==> src/supervisor_pkg.sv <==
// constants for the supply supervisor with watchdog
package supervisor_pkg;
	localparam int unsigned CLK_HZ = 25000000;
	localparam int unsigned CLK_PERIOD_NS = 40;
	// reset stretch interval, nominal figure in ms
	localparam int unsigned RESET_STRETCH_MS = 210;
	localparam int unsigned RESET_STRETCH_CYCLES = RESET_STRETCH_MS * (CLK_HZ / 1000);
	// watchdog interval, nominal figure in ms
	localparam int unsigned WATCHDOG_INTERVAL_MS = 1760;
	localparam longint unsigned WATCHDOG_INTERVAL_CYCLES =
		64'(WATCHDOG_INTERVAL_MS) * 64'(CLK_HZ / 1000);
	// supply fail latency, longest time in us, rounded down
	localparam int unsigned SUPPLY_FAIL_LATENCY_US = 40;
	localparam int unsigned SUPPLY_FAIL_LATENCY_CYCLES =
		SUPPLY_FAIL_LATENCY_US * 1000 / CLK_PERIOD_NS;
	// manual reset glitch rejection, least time in ns, rounded up
	localparam int unsigned MANUAL_REJECT_NS = 100;
	localparam int unsigned MANUAL_REJECT_CYCLES =
		(MANUAL_REJECT_NS + CLK_PERIOD_NS - 1) / CLK_PERIOD_NS;
	// manual reset debounce: must accept a 1 us low, reject 100 ns
	localparam int unsigned MANUAL_MIN_US = 1;
	localparam int unsigned MANUAL_DEBOUNCE_CYCLES = MANUAL_REJECT_CYCLES + 2;
	localparam int unsigned SYNC_STAGES = 3;
	localparam logic RESET_VAL_OUT_N = 1'h0;
	localparam logic MANUAL_IDLE = 1'h1;
endpackage

==> src/pin_sync.sv <==
// three-stage synchroniser with agreement of the last two stages
`timescale 1ns/100ps
module pin_sync #(
	parameter logic INIT = 1'h0
) (
	input wire logic clk_sys,
	input wire logic srst,
	input wire logic pin_in,
	output logic level_out
);
	logic [2:0] stage_q;
	logic level_q;

	always_ff @(posedge clk_sys) begin
		if (srst) begin
			stage_q <= {3{INIT}};
			level_q <= INIT;
		end else begin
			stage_q <= {stage_q[1:0], pin_in};
			// stage 0 only feeds stage 1
			if (stage_q[1] == stage_q[2]) begin
				level_q <= stage_q[2];
			end
		end
	end

	assign level_out = level_q;
endmodule

==> src/interval_timer.sv <==
// restartable up-counter that flags when a count is reached
`timescale 1ns/100ps
module interval_timer #(
	parameter int WIDTH = 32
) (
	input wire logic clk_sys,
	input wire logic srst,
	input wire logic clear,
	input wire logic run,
	input wire logic [WIDTH-1:0] limit,
	output logic done
);
	logic [WIDTH-1:0] count_q;
	logic [WIDTH-1:0] count_d;
	logic done_q;
	wire logic at_limit;

	assign at_limit = (count_q >= limit);
	assign count_d = clear ? '0 : ((run && !at_limit) ? count_q + 1'b1 : count_q);

	always_ff @(posedge clk_sys) begin
		if (srst) begin
			count_q <= '0;
			done_q <= 1'b0;
		end else begin
			count_q <= count_d;
			done_q <= !clear && run && (count_d >= limit);
		end
	end

	assign done = done_q;
endmodule

==> src/supply_supervisor_watchdog_reset.sv <==
// reset supervisor: supply monitor, manual reset, watchdog, stretch timer
`timescale 1ns/100ps
module supply_supervisor_watchdog_reset #(
	parameter int unsigned STRETCH_CYCLES = supervisor_pkg::RESET_STRETCH_CYCLES,
	parameter longint unsigned WATCHDOG_CYCLES = supervisor_pkg::WATCHDOG_INTERVAL_CYCLES,
	parameter int unsigned DEBOUNCE_CYCLES = supervisor_pkg::MANUAL_DEBOUNCE_CYCLES,
	parameter int TIMER_WIDTH = 32
) (
	input wire logic clk_sys,
	input wire logic srst,
	input wire logic supply_good,
	input wire logic manual_reset_bar_input,
	input wire logic manual_reset_input_driven,
	input wire logic watchdog_kick_input,
	input wire logic watchdog_kick_driven,
	output logic reset_out_n,
	output logic reset_out,
	output logic watchdog_expired
);
	////////////////////////////////////////////////////////////////////////////////
	// state machine
	typedef enum logic [2:0] {
		ST_HOLD = 3'h1,
		ST_STRETCH = 3'h2,
		ST_RUN = 3'h4
	} sup_state_t;

	sup_state_t state_q;
	sup_state_t state_d;

	// one-hot state tests, shared by several sections
	function automatic logic state_is(input sup_state_t cur, input sup_state_t want);
		return (cur == want);
	endfunction

	wire logic in_hold;
	wire logic in_stretch;
	wire logic in_run;
	wire logic next_run;

	assign in_hold = state_is(state_q, ST_HOLD);
	assign in_stretch = state_is(state_q, ST_STRETCH);
	assign in_run = state_is(state_q, ST_RUN);
	assign next_run = state_is(state_d, ST_RUN);

	////////////////////////////////////////////////////////////////////////////////
	// input conditioning
	wire logic manual_raw;
	wire logic manual_floating;
	wire logic manual_sync;
	wire logic kick_sync;
	wire logic kick_driven_sync;
	wire logic supply_sync;

	// undriven manual input reads as the idle high level
	assign manual_floating = !manual_reset_input_driven;
	assign manual_raw = manual_floating ? supervisor_pkg::MANUAL_IDLE
		: manual_reset_bar_input;

	pin_sync #(.INIT(supervisor_pkg::MANUAL_IDLE)) u_sync_manual (
		.clk_sys(clk_sys),
		.srst(srst),
		.pin_in(manual_raw),
		.level_out(manual_sync)
	);

	pin_sync #(.INIT(1'h0)) u_sync_kick (
		.clk_sys(clk_sys),
		.srst(srst),
		.pin_in(watchdog_kick_input),
		.level_out(kick_sync)
	);

	pin_sync #(.INIT(1'h0)) u_sync_kick_drv (
		.clk_sys(clk_sys),
		.srst(srst),
		.pin_in(watchdog_kick_driven),
		.level_out(kick_driven_sync)
	);

	// supply comparator is asynchronous too; adds a few cycles, far below 40 us
	pin_sync #(.INIT(1'h0)) u_sync_supply (
		.clk_sys(clk_sys),
		.srst(srst),
		.pin_in(supply_good),
		.level_out(supply_sync)
	);

	////////////////////////////////////////////////////////////////////////////////
	// manual reset debounce
	logic manual_low_q;
	logic [7:0] deb_cnt_q;
	logic [7:0] deb_cnt_d;
	wire logic deb_mismatch;
	wire logic deb_settled;
	wire logic deb_commit;

	// counts while the levels disagree, restarts once a level is taken
	function automatic logic [7:0] deb_step(input logic differ, input logic full,
		input logic [7:0] cnt);
		logic [7:0] nxt;
		nxt = 8'h00;
		if (differ && !full) begin
			nxt = cnt + 8'h01;
		end
		return nxt;
	endfunction

	// low flag has inverted sense, so equal values mean disagreement
	// new level must persist; shorter lows vanish, a 1 us low always counts
	assign deb_mismatch = (manual_low_q == manual_sync);
	assign deb_settled = (deb_cnt_q >= 8'(DEBOUNCE_CYCLES));
	assign deb_commit = deb_mismatch && deb_settled;
	assign deb_cnt_d = deb_step(deb_mismatch, deb_settled, deb_cnt_q);

	always_ff @(posedge clk_sys) begin
		if (srst) begin
			manual_low_q <= 1'b0;
			deb_cnt_q <= 8'h00;
		end else begin
			deb_cnt_q <= deb_cnt_d;
			if (deb_commit) begin
				manual_low_q <= !manual_sync;
			end
		end
	end

	////////////////////////////////////////////////////////////////////////////////
	// watchdog
	logic kick_prev_q;
	logic kick_driven_prev_q;
	wire logic kick_edge;
	wire logic kick_resume;
	wire logic wd_clear;
	wire logic wd_run;
	wire logic wd_done;
	wire logic [TIMER_WIDTH-1:0] wd_limit;

	// both the kick level and its driven flag are watched for a change
	function automatic logic level_changed(input logic cur, input logic prev);
		return (cur != prev);
	endfunction

	assign wd_limit = TIMER_WIDTH'(WATCHDOG_CYCLES);
	assign kick_edge = kick_driven_sync && level_changed(kick_sync, kick_prev_q);
	assign kick_resume = kick_driven_sync
		&& level_changed(kick_driven_sync, kick_driven_prev_q);
	// counter held clear whenever not running, so release restarts at zero
	assign wd_run = kick_driven_sync && in_run;
	assign wd_clear = kick_edge || kick_resume || !wd_run;

	interval_timer #(.WIDTH(TIMER_WIDTH)) u_watchdog_timer (
		.clk_sys(clk_sys),
		.srst(srst),
		.clear(wd_clear),
		.run(wd_run),
		.limit(wd_limit),
		.done(wd_done)
	);

	always_ff @(posedge clk_sys) begin
		if (srst) begin
			kick_prev_q <= 1'b0;
			kick_driven_prev_q <= 1'b0;
		end else begin
			kick_prev_q <= kick_sync;
			kick_driven_prev_q <= kick_driven_sync;
		end
	end

	////////////////////////////////////////////////////////////////////////////////
	// reset stretch
	wire logic hold_src;
	wire logic st_clear;
	wire logic st_done;
	logic wd_cause_q;
	wire logic supply_low;
	wire logic manual_low;
	wire logic [TIMER_WIDTH-1:0] st_limit;

	// sources that hold reset for as long as they last
	assign supply_low = !supply_sync;
	assign manual_low = manual_low_q;
	assign hold_src = supply_low || manual_low;
	assign st_clear = !in_stretch;
	assign st_limit = TIMER_WIDTH'(STRETCH_CYCLES);

	interval_timer #(.WIDTH(TIMER_WIDTH)) u_stretch_timer (
		.clk_sys(clk_sys),
		.srst(srst),
		.clear(st_clear),
		.run(1'b1),
		.limit(st_limit),
		.done(st_done)
	);

	////////////////////////////////////////////////////////////////////////////////
	// state transitions
	wire logic go_hold;
	wire logic go_stretch;
	wire logic go_run;
	wire logic wd_fire;
	wire logic cause_set;
	wire logic cause_clear;

	// a holding source always wins over either timer
	assign go_hold = hold_src && !in_hold;
	assign wd_fire = in_run && !hold_src && wd_done;
	assign go_stretch = (in_hold && !hold_src) || wd_fire;
	assign go_run = in_stretch && !hold_src && st_done;
	// a supply or manual hold takes over from a watchdog-started stretch
	assign cause_set = wd_fire;
	assign cause_clear = next_run || go_hold;

	always_comb begin
		state_d = state_q;
		case (state_q)
			ST_HOLD: begin
				if (go_stretch) begin
					state_d = ST_STRETCH;
				end
			end
			ST_STRETCH: begin
				if (go_hold) begin
					state_d = ST_HOLD;
				end else if (go_run) begin
					state_d = ST_RUN;
				end
			end
			ST_RUN: begin
				if (go_hold) begin
					state_d = ST_HOLD;
				end else if (wd_fire) begin
					state_d = ST_STRETCH;
				end
			end
			default: begin
				state_d = ST_HOLD;
			end
		endcase
	end

	always_ff @(posedge clk_sys) begin
		if (srst) begin
			state_q <= ST_HOLD;
		end else begin
			state_q <= state_d;
		end
	end

	// set wins if a clear falls in the same cycle
	always_ff @(posedge clk_sys) begin
		if (srst) begin
			wd_cause_q <= 1'b0;
		end else if (cause_set) begin
			wd_cause_q <= 1'b1;
		end else if (cause_clear) begin
			wd_cause_q <= 1'b0;
		end
	end

	////////////////////////////////////////////////////////////////////////////////
	// outputs
	logic reset_n_q;
	logic reset_q;
	wire logic reset_any;
	wire logic reset_n_d;
	wire logic reset_d;

	// stretch and hold states both mean reset; next state avoids a cycle of lag
	assign reset_any = !next_run || hold_src;
	// one state feeds both pins, so they can never disagree
	assign reset_n_d = !reset_any;
	assign reset_d = reset_any;

	always_ff @(posedge clk_sys) begin
		if (srst) begin
			reset_n_q <= supervisor_pkg::RESET_VAL_OUT_N;
			reset_q <= !supervisor_pkg::RESET_VAL_OUT_N;
		end else begin
			reset_n_q <= reset_n_d;
			reset_q <= reset_d;
		end
	end

	assign reset_out_n = reset_n_q;
	assign reset_out = reset_q;
	assign watchdog_expired = wd_cause_q;
endmodule

==> config.mk <==
export PLATFORM = sky130hd
export DESIGN_NAME = supply_supervisor_watchdog_reset
export DESIGN_NICKNAME = d
export VERILOG_FILES = /design/src/supervisor_pkg.sv /design/src/pin_sync.sv /design/src/interval_timer.sv /design/src/supply_supervisor_watchdog_reset.sv
export SDC_FILE = /design/constraint.sdc
export NUM_CORES = 1
export LEC_CHECK = 0
export BUFFER_PORTS_ARGS = -buffer_cell sky130_fd_sc_hd__buf_2
export CORE_UTILIZATION = 30
export CTS_BUF_LIST = sky130_fd_sc_hd__clkbuf_4 sky130_fd_sc_hd__clkbuf_8
export CTS_CLUSTER_DIAMETER = 50
export CTS_CLUSTER_SIZE = 16
export DETAILED_ROUTE_END_ITERATION = 8
export PLACE_DENSITY = 0.49
export SETUP_SLACK_MARGIN = 0.02
export SLEW_MARGIN = 0
export SYNTH_ARGS = -nofsm -noshare
export SYNTH_HDL_FRONTEND = slang
export SYNTH_SLANG_ARGS = --single-unit
==> constraint.sdc <==
create_clock -name clk_sys -period 2.5 [get_ports clk_sys]
set_clock_uncertainty 0.2 [all_clocks]
set_input_delay 0.5 -clock clk_sys [delete_from_list [all_inputs] [get_ports clk_sys]]
set_output_delay 0.5 -clock clk_sys [all_outputs]
set_load 0.02 [all_outputs]
==> metrics.txt, run 1 <==
Detail Route Antenna Nets 0; Initial DRC Count 147; setup ws final -89.0 ps; Max H-tree Level 3; slew of the pin with the lowest slew margin 513 ps; EDFF count, synth 0; placeable core area 0.0148 mm^2; Final Util 39.0%; sequential area share after synthesis 42.9%; # port buffers 9; worst path cell trace a2111oi_4, o21bai_2, buf_4, a2111oi_4, and4_4, o211ai_1, nand4bb_1, o31ai_1; status finished, violations left; met3 Usage GRT 3.57%; CP arrival 2690 ps; slowest cell delay on critical path 480 ps; Detailed Place HPWL 7470 um; final setup fails 1; clock sinks 99; reg2reg end u_watchdog_timer.done; CP Class flop to flop; worst-path fanout max 6; Via Count 3728; layout cells sized above 1 25.0%; routability cong. 0.824; Top FF cell, synth dfxtp_1; Final period util 104%; setup TNS -89.0 ps; Syn Inst Count 507; Unique masters post-synth 72; worst hold path type input port to flop; vias in the first global route 3712; Final Hold Fails 0; yosys warns 0; nets 608; Worst IR Drop VDD 0.285 mV; CP startpoint kind flop; Inserted Clock Buffers 9; worst-case reg-to-reg path depth 8; R2R Setup Slk -90 ps; area grow syn2layout 24.7%; violated checks negative setup slack; IO Pins 10; Root Driver clkbuf_8; slew margin rel. 65.7%; Total Routing Usage GR 13.5%; met2 Track Usage GR 22.5%; grt total ovfl 0; hold_buf cts 0; DIE WIDTH 126 um; Synth Area per Inst 9.11 um^2; CTS max path bufs 2; Worst Hold Depth 2; PD cells 471 mW/mm^2; drc violations 0; routed wire length 10100 um; fmax 0.386 GHz; min Tclk post-route 2590 ps; DIE HEIGHT 126 um; met1 usage 16.7%; max-cap violation count 0; Setup crit end kind flop; crit-path most repeated cell a2111oi_4; Initial DRT Pass Iterations 7; TritonCTS clock tree yes; Initial Util 31.3%; Setup crit end u_watchdog_timer.done; static leakage 0.00211 uW; initial antenna violation count 0; Post-synth ARST share 0%; Final Max Slew Viols 0; gr busiest metal met2; drt wl/cell 12.9 um; RSZ-0062 raised after global routing true; worst skew pair latency 390 ps; FP Rows 44; largest net degree at the start of global routing 24; FF-to-FF Start u_watchdog_timer.count_q[9]; global-route wire length before repair 17200 um; Die Area 0.0159 mm^2; diodes inserted 0; Clock transition at path regs 100 ps; register bit total from synthesis 99; Post-Synthesis Cell Area 0.00462 mm^2; vias per cell 4.76; crit path launch u_watchdog_timer.count_q[9]; Crit-path slowest cell a2111oi_4; Crit path required time 2600 ps; Total Power 2710 uW
## logic make-up (layout without fill, tap and decap cells)
kind of cell               count (synthesis)  in the layout  share of synthesized area (%)
and+or+nand+nor                          251            251                           31.0
other                                      1              4                         0.0812
AOI/OAI and AO/OA                         68             68                           11.3
adders and majority gates                  8              8                           2.11
DFF                                       99             99                           42.9
buffers and inverters                     28            117                           2.71
xor gates and xnor gates                  51             51                           9.67
muxes                                      1              1                          0.217
## how the worst min path moves through the flow
stage,start,end,slack [ps]
detailed placement,u_sync_manual.stage_q[0],u_sync_manual.stage_q[1],200
floorplan,u_sync_manual.stage_q[0],u_sync_manual.stage_q[1],190
global placement,u_sync_manual.stage_q[0],u_sync_manual.stage_q[1],190
global route,manual_reset_bar_input,u_sync_manual.stage_q[0],70
CTS,manual_reset_bar_input,u_sync_manual.stage_q[0],80
finish,manual_reset_bar_input,u_sync_manual.stage_q[0],100
## critical path: cells and delay by family, from the launching register on
kind                   cells  cell delay (ps)
AO/OA/AOI/OAI              5             1290
AND/OR/NAND/NOR            2              520
flip-flops                 1              350
buffers and inverters      1              160
## layout by cell type (no fill, tap or decap), drive strengths merged, types with 4 or more instances in the layout
| master | Yosys | routed |
|---|---|---|
| a211oi | 4 | 4 |
| a21oi | 12 | 12 |
| a31oi | 8 | 8 |
| and2 | 23 | 23 |
| and3 | 9 | 9 |
| and4 | 10 | 10 |
| buf | 6 | 89 |
| clkbuf | 10 | 10 |
| conb | 1 | 4 |
| dfxtp | 99 | 99 |
| ha | 7 | 7 |
| inv | 12 | 16 |
| nand2 | 39 | 39 |
| nand2b | 8 | 8 |
| nand3 | 23 | 23 |
| nand4 | 13 | 13 |
| nor2 | 69 | 69 |
| nor2b | 16 | 16 |
| nor3 | 14 | 14 |
| nor4 | 10 | 10 |
| o211ai | 5 | 5 |
| o21ai | 15 | 15 |
| xnor2 | 26 | 26 |
| xor2 | 25 | 25 |
## per-stage QoR
step	area [um^2]	setup WS, ps	std cells	hold slack [ps]
finish	5760	-89.0	783	96.9
global route	5760	-209	783	70.5
global placement	5400	-73.1	764	191
detailed placement	5400	-66.0	764	201
CTS	5640	-48.7	781	79.0
floorplan	4630	30.0	510	189
## state kept, by name, summed over array words and instances (netlist names), 3 cells and up
register and cells:
u_sync_manual.stage_q 3, state_q 3, u_sync_kick.stage_q 3, u_stretch_timer.count_q 32, deb_cnt_q 8, u_sync_supply.stage_q 3
u_sync_kick_drv.stage_q 3, u_watchdog_timer.count_q 32
## cell type report
class | instances | area, um^2
Clock buffer | 10 | 131
Sequential cell | 99 | 1990
Fill cell | 1507 | 8990
Clock inverter | 6 | 77.6
Inverter | 12 | 45.0
Multi-Input combinational cell | 383 | 2640
Timing Repair Buffer | 89 | 649
Tap cell | 184 | 230
## power breakdown
part	internal [uW]	switching, uW	total [uW]
logic	10.8	11.0	21.9
clock network	495	606	1100
registers	1590	3.37	1590
## synth_stat cells, types with 9 or more instances
cell type,count,area [um^2]
xor2_1,25,219
nand3_1,22,110
o21ai_0,13,65.1
nor3_1,12,60.1
and2_1,23,144
a21oi_1,12,60.1
inv_1,12,45.0
and3_1,9,56.3
nor2_1,68,255
xnor2_1,26,228
dfxtp_1,99,1980
clkbuf_1,9,33.8
nand2_1,39,146
nor2b_1,16,100
and4_1,10,87.6
nand4_1,11,68.8
## layer usage
layer	wire length, um	part of all wire, %
met2	4850	48
met1	4890	48
met3	231	2.3
met5	0	0
met4	141	1.4
## what timing repair did
item / CTS / global route
pin swaps: 2 / 14
resized for setup: 4 / 24
setup buffers: 1 / 2
gates cloned: 0 / 0
endpoints found under the setup margin: 2 / 2
hold endpoints to repair: 0 / 0
(Power assumes the default switching activity.)
==> run 2: changes to the inputs <==
--- a/config.mk
+++ b/config.mk
@@ -6,6 +6,7 @@
 export NUM_CORES = 1
 export LEC_CHECK = 0
 export BUFFER_PORTS_ARGS = -buffer_cell sky130_fd_sc_hd__buf_2
+export CORE_ASPECT_RATIO = 1.4
 export CORE_UTILIZATION = 30
 export CTS_BUF_LIST = sky130_fd_sc_hd__clkbuf_4 sky130_fd_sc_hd__clkbuf_8
 export CTS_CLUSTER_DIAMETER = 50
@@ -17,3 +18,4 @@
 export SYNTH_ARGS = -nofsm -noshare
 export SYNTH_HDL_FRONTEND = slang
 export SYNTH_SLANG_ARGS = --single-unit
+export TNS_END_PERCENT = 10
==> metrics.txt, run 2 (synthesized netlist as in run 1, its figures left out) <==
status finished, violations left; Clock transition at path regs 110 ps; Final period util 101%; Root Driver clkbuf_8; setup ws final -30.7 ps; worst skew pair latency 390 ps; hold slack 90.3 ps; max-cap violation count 0; # port buffers 9; clock sinks 99; DIE WIDTH 107 um; vias per cell 4.73; DIE HEIGHT 149 um; most common cell after layout, fill and taps aside dfxtp_1; area grow syn2layout 23.6%; Initial Util 30.7%; Inserted Clock Buffers 9; Final Max Slew Viols 0; Final Hold Fails 0; slew margin rel. 65.9%; layout cells sized above 1 23.2%; Die Area 0.0159 mm^2; Worst Hold Depth 2; drt wl/cell 13.2 um; most frequent cells in the layout dfxtp_1, buf_4, nor2_1, nand2_1, xnor2_1; min Tclk post-route 2530 ps; CP startpoint kind flop; Via Count 3735; TritonCTS clock tree yes; Total Routing Usage GR 14.2%; initial antenna violation count 0; routed wire length 10500 um; largest net degree at the start of global routing 30; drc violations 0; Initial DRT Pass Iterations 4; Worst IR Drop VDD 0.241 mV; routability cong. 0.841; vias in the first global route 3756; worst-path fanout max 3; PD cells 461 mW/mm^2; setup TNS -30.7 ps; IO Pins 10; pre-CTS WS -171 ps; nets 607; final setup fails 1; grt total ovfl 0; Crit path required time 2600 ps; Initial DRC Count 139; Max H-tree Level 3; worst hold path type input port to flop; slew of the pin with the lowest slew margin 510 ps; FP Rows 53; static leakage 0.00209 uW; violated checks negative setup slack; CP arrival 2630 ps; RSZ-0062 raised after global routing true; Final Util 37.9%; Layout Cells excl Fill 790; Detail Route Antenna Nets 0; fmax 0.395 GHz; global-route wire length before repair 17500 um; worst-case reg-to-reg path depth 11; CTS max path bufs 2; placeable core area 0.0151 mm^2; placed insts 771; CP Class flop to flop; diodes inserted 0; largest registers u_stretch_timer.count_q (32), u_watchdog_timer.count_q (32), deb_cnt_q (8); Detailed Place HPWL 7980 um; Setup crit end kind flop
==> run 2: power breakdown <==
part	total [uW]	leakage (uW)	internal, uW	switching, uW
sequential	1590	0.000801	1590	3.14
clock	1020	0.0000955	389	632
combinational	21.5	0.00120	9.80	11.7
==> run 2: stage by stage <==
| step | power (uW) | cell area [um^2] |
|---|---|---|
| final | 2630 | 5710 |
| after global routing | 2750 | 5710 |
| after CTS | 2690 | 5680 |
| after detailed placement | 1650 | 5420 |
| after global placement | 1650 | 5420 |
| after floorplan | 1640 | 4630 |
==> run 2: worst paths after layout <==
check                               startpoint                  endpoint  slack [ps]
setup reg to reg  u_watchdog_timer.count_q[30]     u_watchdog_timer.done         -30
hold reg to reg       u_sync_manual.stage_q[0]  u_sync_manual.stage_q[1]         220
hold / removal          manual_reset_bar_input  u_sync_manual.stage_q[0]          90
setup / recovery  u_watchdog_timer.count_q[30]     u_watchdog_timer.done         -30
==> run 2: layout make-up <==
class	instances	area (um^2)
fillers	1531	9350
multi-input cells	383	2590
flip-flops and latches	99	1980
repair buffers	88	654
well taps	192	240
clock buffers	9	124
clock inverters	7	70.1
inverters	12	45.0
==> run 2: repair_timing <==
item                       4_1_cts  5_1_grt
gates resized for setup         11        4
buffers inserted                 2        1
hold buffers                     0        0
setup endpoints to repair        2        5
pin swaps                        7        4
==> run 2: critical path: stages (launching register included) <==
cell       delay, ps
dfxtp_1          320
nor4_2           250
buf_4            160
nand4_4          130
buf_6            160
a2111oi_4        320
buf_4            190
and4_1           210
xnor2_1           60
nor2_1           130
nand4bb_1        120
o31ai_1          210
==> run 2: per-layer routing <==
| metal | up-vias | part of all wire [%] | global-route usage [%] |
|---|---|---|---|
| met5 | - | 0 | 0 |
| met4 | 0 | 2.3 | 6.78 |
| met3 | 21 | 2.2 | 3.01 |
| met2 | 36 | 54 | 26.8 |
| met1 | 1747 | 41 | 14.6 |
| li1 | 1931 | - | - |
==> run 3: changes to the inputs <==
--- a/config.mk
+++ b/config.mk
@@ -7,12 +7,13 @@
 export LEC_CHECK = 0
 export BUFFER_PORTS_ARGS = -buffer_cell sky130_fd_sc_hd__buf_2
 export CORE_ASPECT_RATIO = 1.4
+export CORE_MARGIN = 3
 export CORE_UTILIZATION = 30
 export CTS_BUF_LIST = sky130_fd_sc_hd__clkbuf_4 sky130_fd_sc_hd__clkbuf_8
 export CTS_CLUSTER_DIAMETER = 50
 export CTS_CLUSTER_SIZE = 16
 export DETAILED_ROUTE_END_ITERATION = 8
-export PLACE_DENSITY = 0.49
+export PLACE_DENSITY = 0.47
 export SETUP_SLACK_MARGIN = 0.02
 export SLEW_MARGIN = 0
 export SYNTH_ARGS = -nofsm -noshare
==> constraint.sdc (replaced) <==
create_clock -name clk_sys -period 2.35 [get_ports clk_sys]
set_clock_uncertainty 0.2 [all_clocks]
set_input_delay 0.47 -clock clk_sys [delete_from_list [all_inputs] [get_ports clk_sys]]
set_output_delay 0.47 -clock clk_sys [all_outputs]
set_load 0.02 [all_outputs]
==> metrics.txt, run 3 (synthesized netlist as in run 1, its figures left out) <==
switching power 732 uW; routed wire length 10700 um; hold_sp manual_reset_bar_input; # port buffers 9; status finished, violations left; Root Driver clkbuf_8; diodes inserted 0; PD cells 473 mW/mm^2; pre-CTS WS -258 ps; Initial DRT Pass Iterations 4; DIE HEIGHT 153 um; worst-path fanout max 6; worst hold path type input port to flop; min Tclk post-route 2520 ps; placeable core area 0.0151 mm^2; largest registers u_stretch_timer.count_q (32), u_watchdog_timer.count_q (32), deb_cnt_q (8); reg2reg end u_stretch_timer.done; most common cell after layout, fill and taps aside buf_4; hold slack 54.4 ps; Detail Route Antenna Nets 0; Inserted Clock Buffers 9; Sw Share 25.6%; Detailed Place HPWL 7960 um; largest net degree at the start of global routing 24; CP Class flop to flop; initial antenna violation count 0; Via Count 3886; P_int 2130 uW; Area after DPL 0.00566 mm^2; Crit path required time 2470 ps; final setup fails 3; DIE WIDTH 111 um; CTS max path bufs 2; grt total ovfl 0; crit path launch u_stretch_timer.count_q[29]; most frequent cells in the layout buf_4, dfxtp_1, nor2_1, nand2_1, xnor2_1; Worst IR Drop VDD 0.230 mV; worst-case reg-to-reg path depth 9; layout cells sized above 1 29.2%; global-route wire length before repair 17900 um; area grow syn2layout 31.1%; CP startpoint kind flop; Setup crit end kind flop; fmax 0.397 GHz; violated checks negative setup slack; worst skew pair latency 390 ps; Setup crit end u_stretch_timer.done; power share of the combinational group 0.8%; slew of the pin with the lowest slew margin 514 ps; R2R Setup Slk -170 ps; IO Pins 10; drc violations 0; Clock transition at path regs 120 ps; Final Hold Fails 0; routability cong. 0.858; static leakage 0.00234 uW; Initial Util 30.7%; Final Max Slew Viols 0; RSZ-0062 raised after global routing true; clock sinks 99; Flop pwr share 59.1%; post-route cell area 0.00606 mm^2; Layout Cells excl Fill 822; Max H-tree Level 3; nets 639; fillers 1489; drt wl/cell 13.0 um; Clk pwr share 40.1%; Initial DRC Count 125; Die Area 0.0169 mm^2; FF-to-FF Start u_stretch_timer.count_q[29]; vias in the first global route 3842; FP Rows 53; slew margin rel. 65.7%; Final period util 107%; vias per cell 4.73; hold_buf cts 0; setup ws final -170 ps; max-cap violation count 0; Total Routing Usage GR 12.9%; TritonCTS clock tree yes; CP arrival 2640 ps; placed insts 802
run 3: cell types whose count changed in the layout (fill, tap and decap cells not counted), moves of 3 or more:
| cell | change |
|---|---|
| nor3_2 | -3 |
| nor3_4 | +4 |
| dfxtp_1 | -3 |
| buf_6 | +3 |
| clkinv_8 | +3 |
| buf_4 | +30 |
| dfxtp_2 | +3 |
run 3: routing by layer:
metal  vias up  global-route usage (%)  part of all wire, %
met5         -                       0                    0
met4         0                    5.87                  2.1
met3        16                    2.81                  2.1
met2        33                    22.9                   52
met1      1846                    14.7                   44
li1       1991                       -                    -
run 3: worst min path at each step:
stage / slack (ps) / depth (start not counted) / endpoint
floorplan: 190 / 1 / u_sync_manual.stage_q[1]
global placement: 200 / 1 / u_sync_manual.stage_q[1]
detailed placement: 200 / 1 / u_sync_manual.stage_q[1]
CTS: 30 / 2 / u_sync_manual.stage_q[0]
global route: 30 / 2 / u_sync_manual.stage_q[0]
finish: 50 / 2 / u_sync_manual.stage_q[0]
run 3: timing repair:
item                                    CTS  global route
gates resized for setup                   7            26
pin swaps                                 5             3
buffers inserted                          2             2
endpoints found under the setup margin   13            30
run 3: final cells by class:
class / count / area (um^2) / share of cell area, %
multi-input combinational: 383 / 2680 / 44.2
sequential: 99 / 1990 / 32.8
timing repair buffer: 120 / 893 / 14.7
tap: 192 / 240 / 3.97
clock buffer: 9 / 124 / 2.04
clock inverter: 7 / 91.3 / 1.51
inverter: 12 / 45.0 / 0.743
run 3: per-stage QoR:
stage	setup TNS, ps	utilization [%]	total power (uW)
floorplan	-75.8	-	1740
detailed placement	-805	37.6	1750
global placement	-710	37.6	1750
global route	-1400	40.2	2990
CTS	-466	39.3	2930
finish	-307	40.2	2860
run 3: worst max-delay path: stages, from the launching register on:
cell and delay, ps:
dfxtp_1 350, nor4_4 300, nand4_2 120, buf_4 180, or3_1 440, nor2_1 210, a211oi_1 110, nor4_1 310
a21oi_2 100, o21ai_1 130
run 3: power groups by stage:
stage               Combinational [uW]  Clock [uW]  Sequential, uW
finish                            23.8        1150            1690
global route                      27.3        1270            1690
CTS                               24.4        1210            1690
detailed placement                24.4           0            1730
global placement                  24.1           0            1730
floorplan                         13.9           0            1730
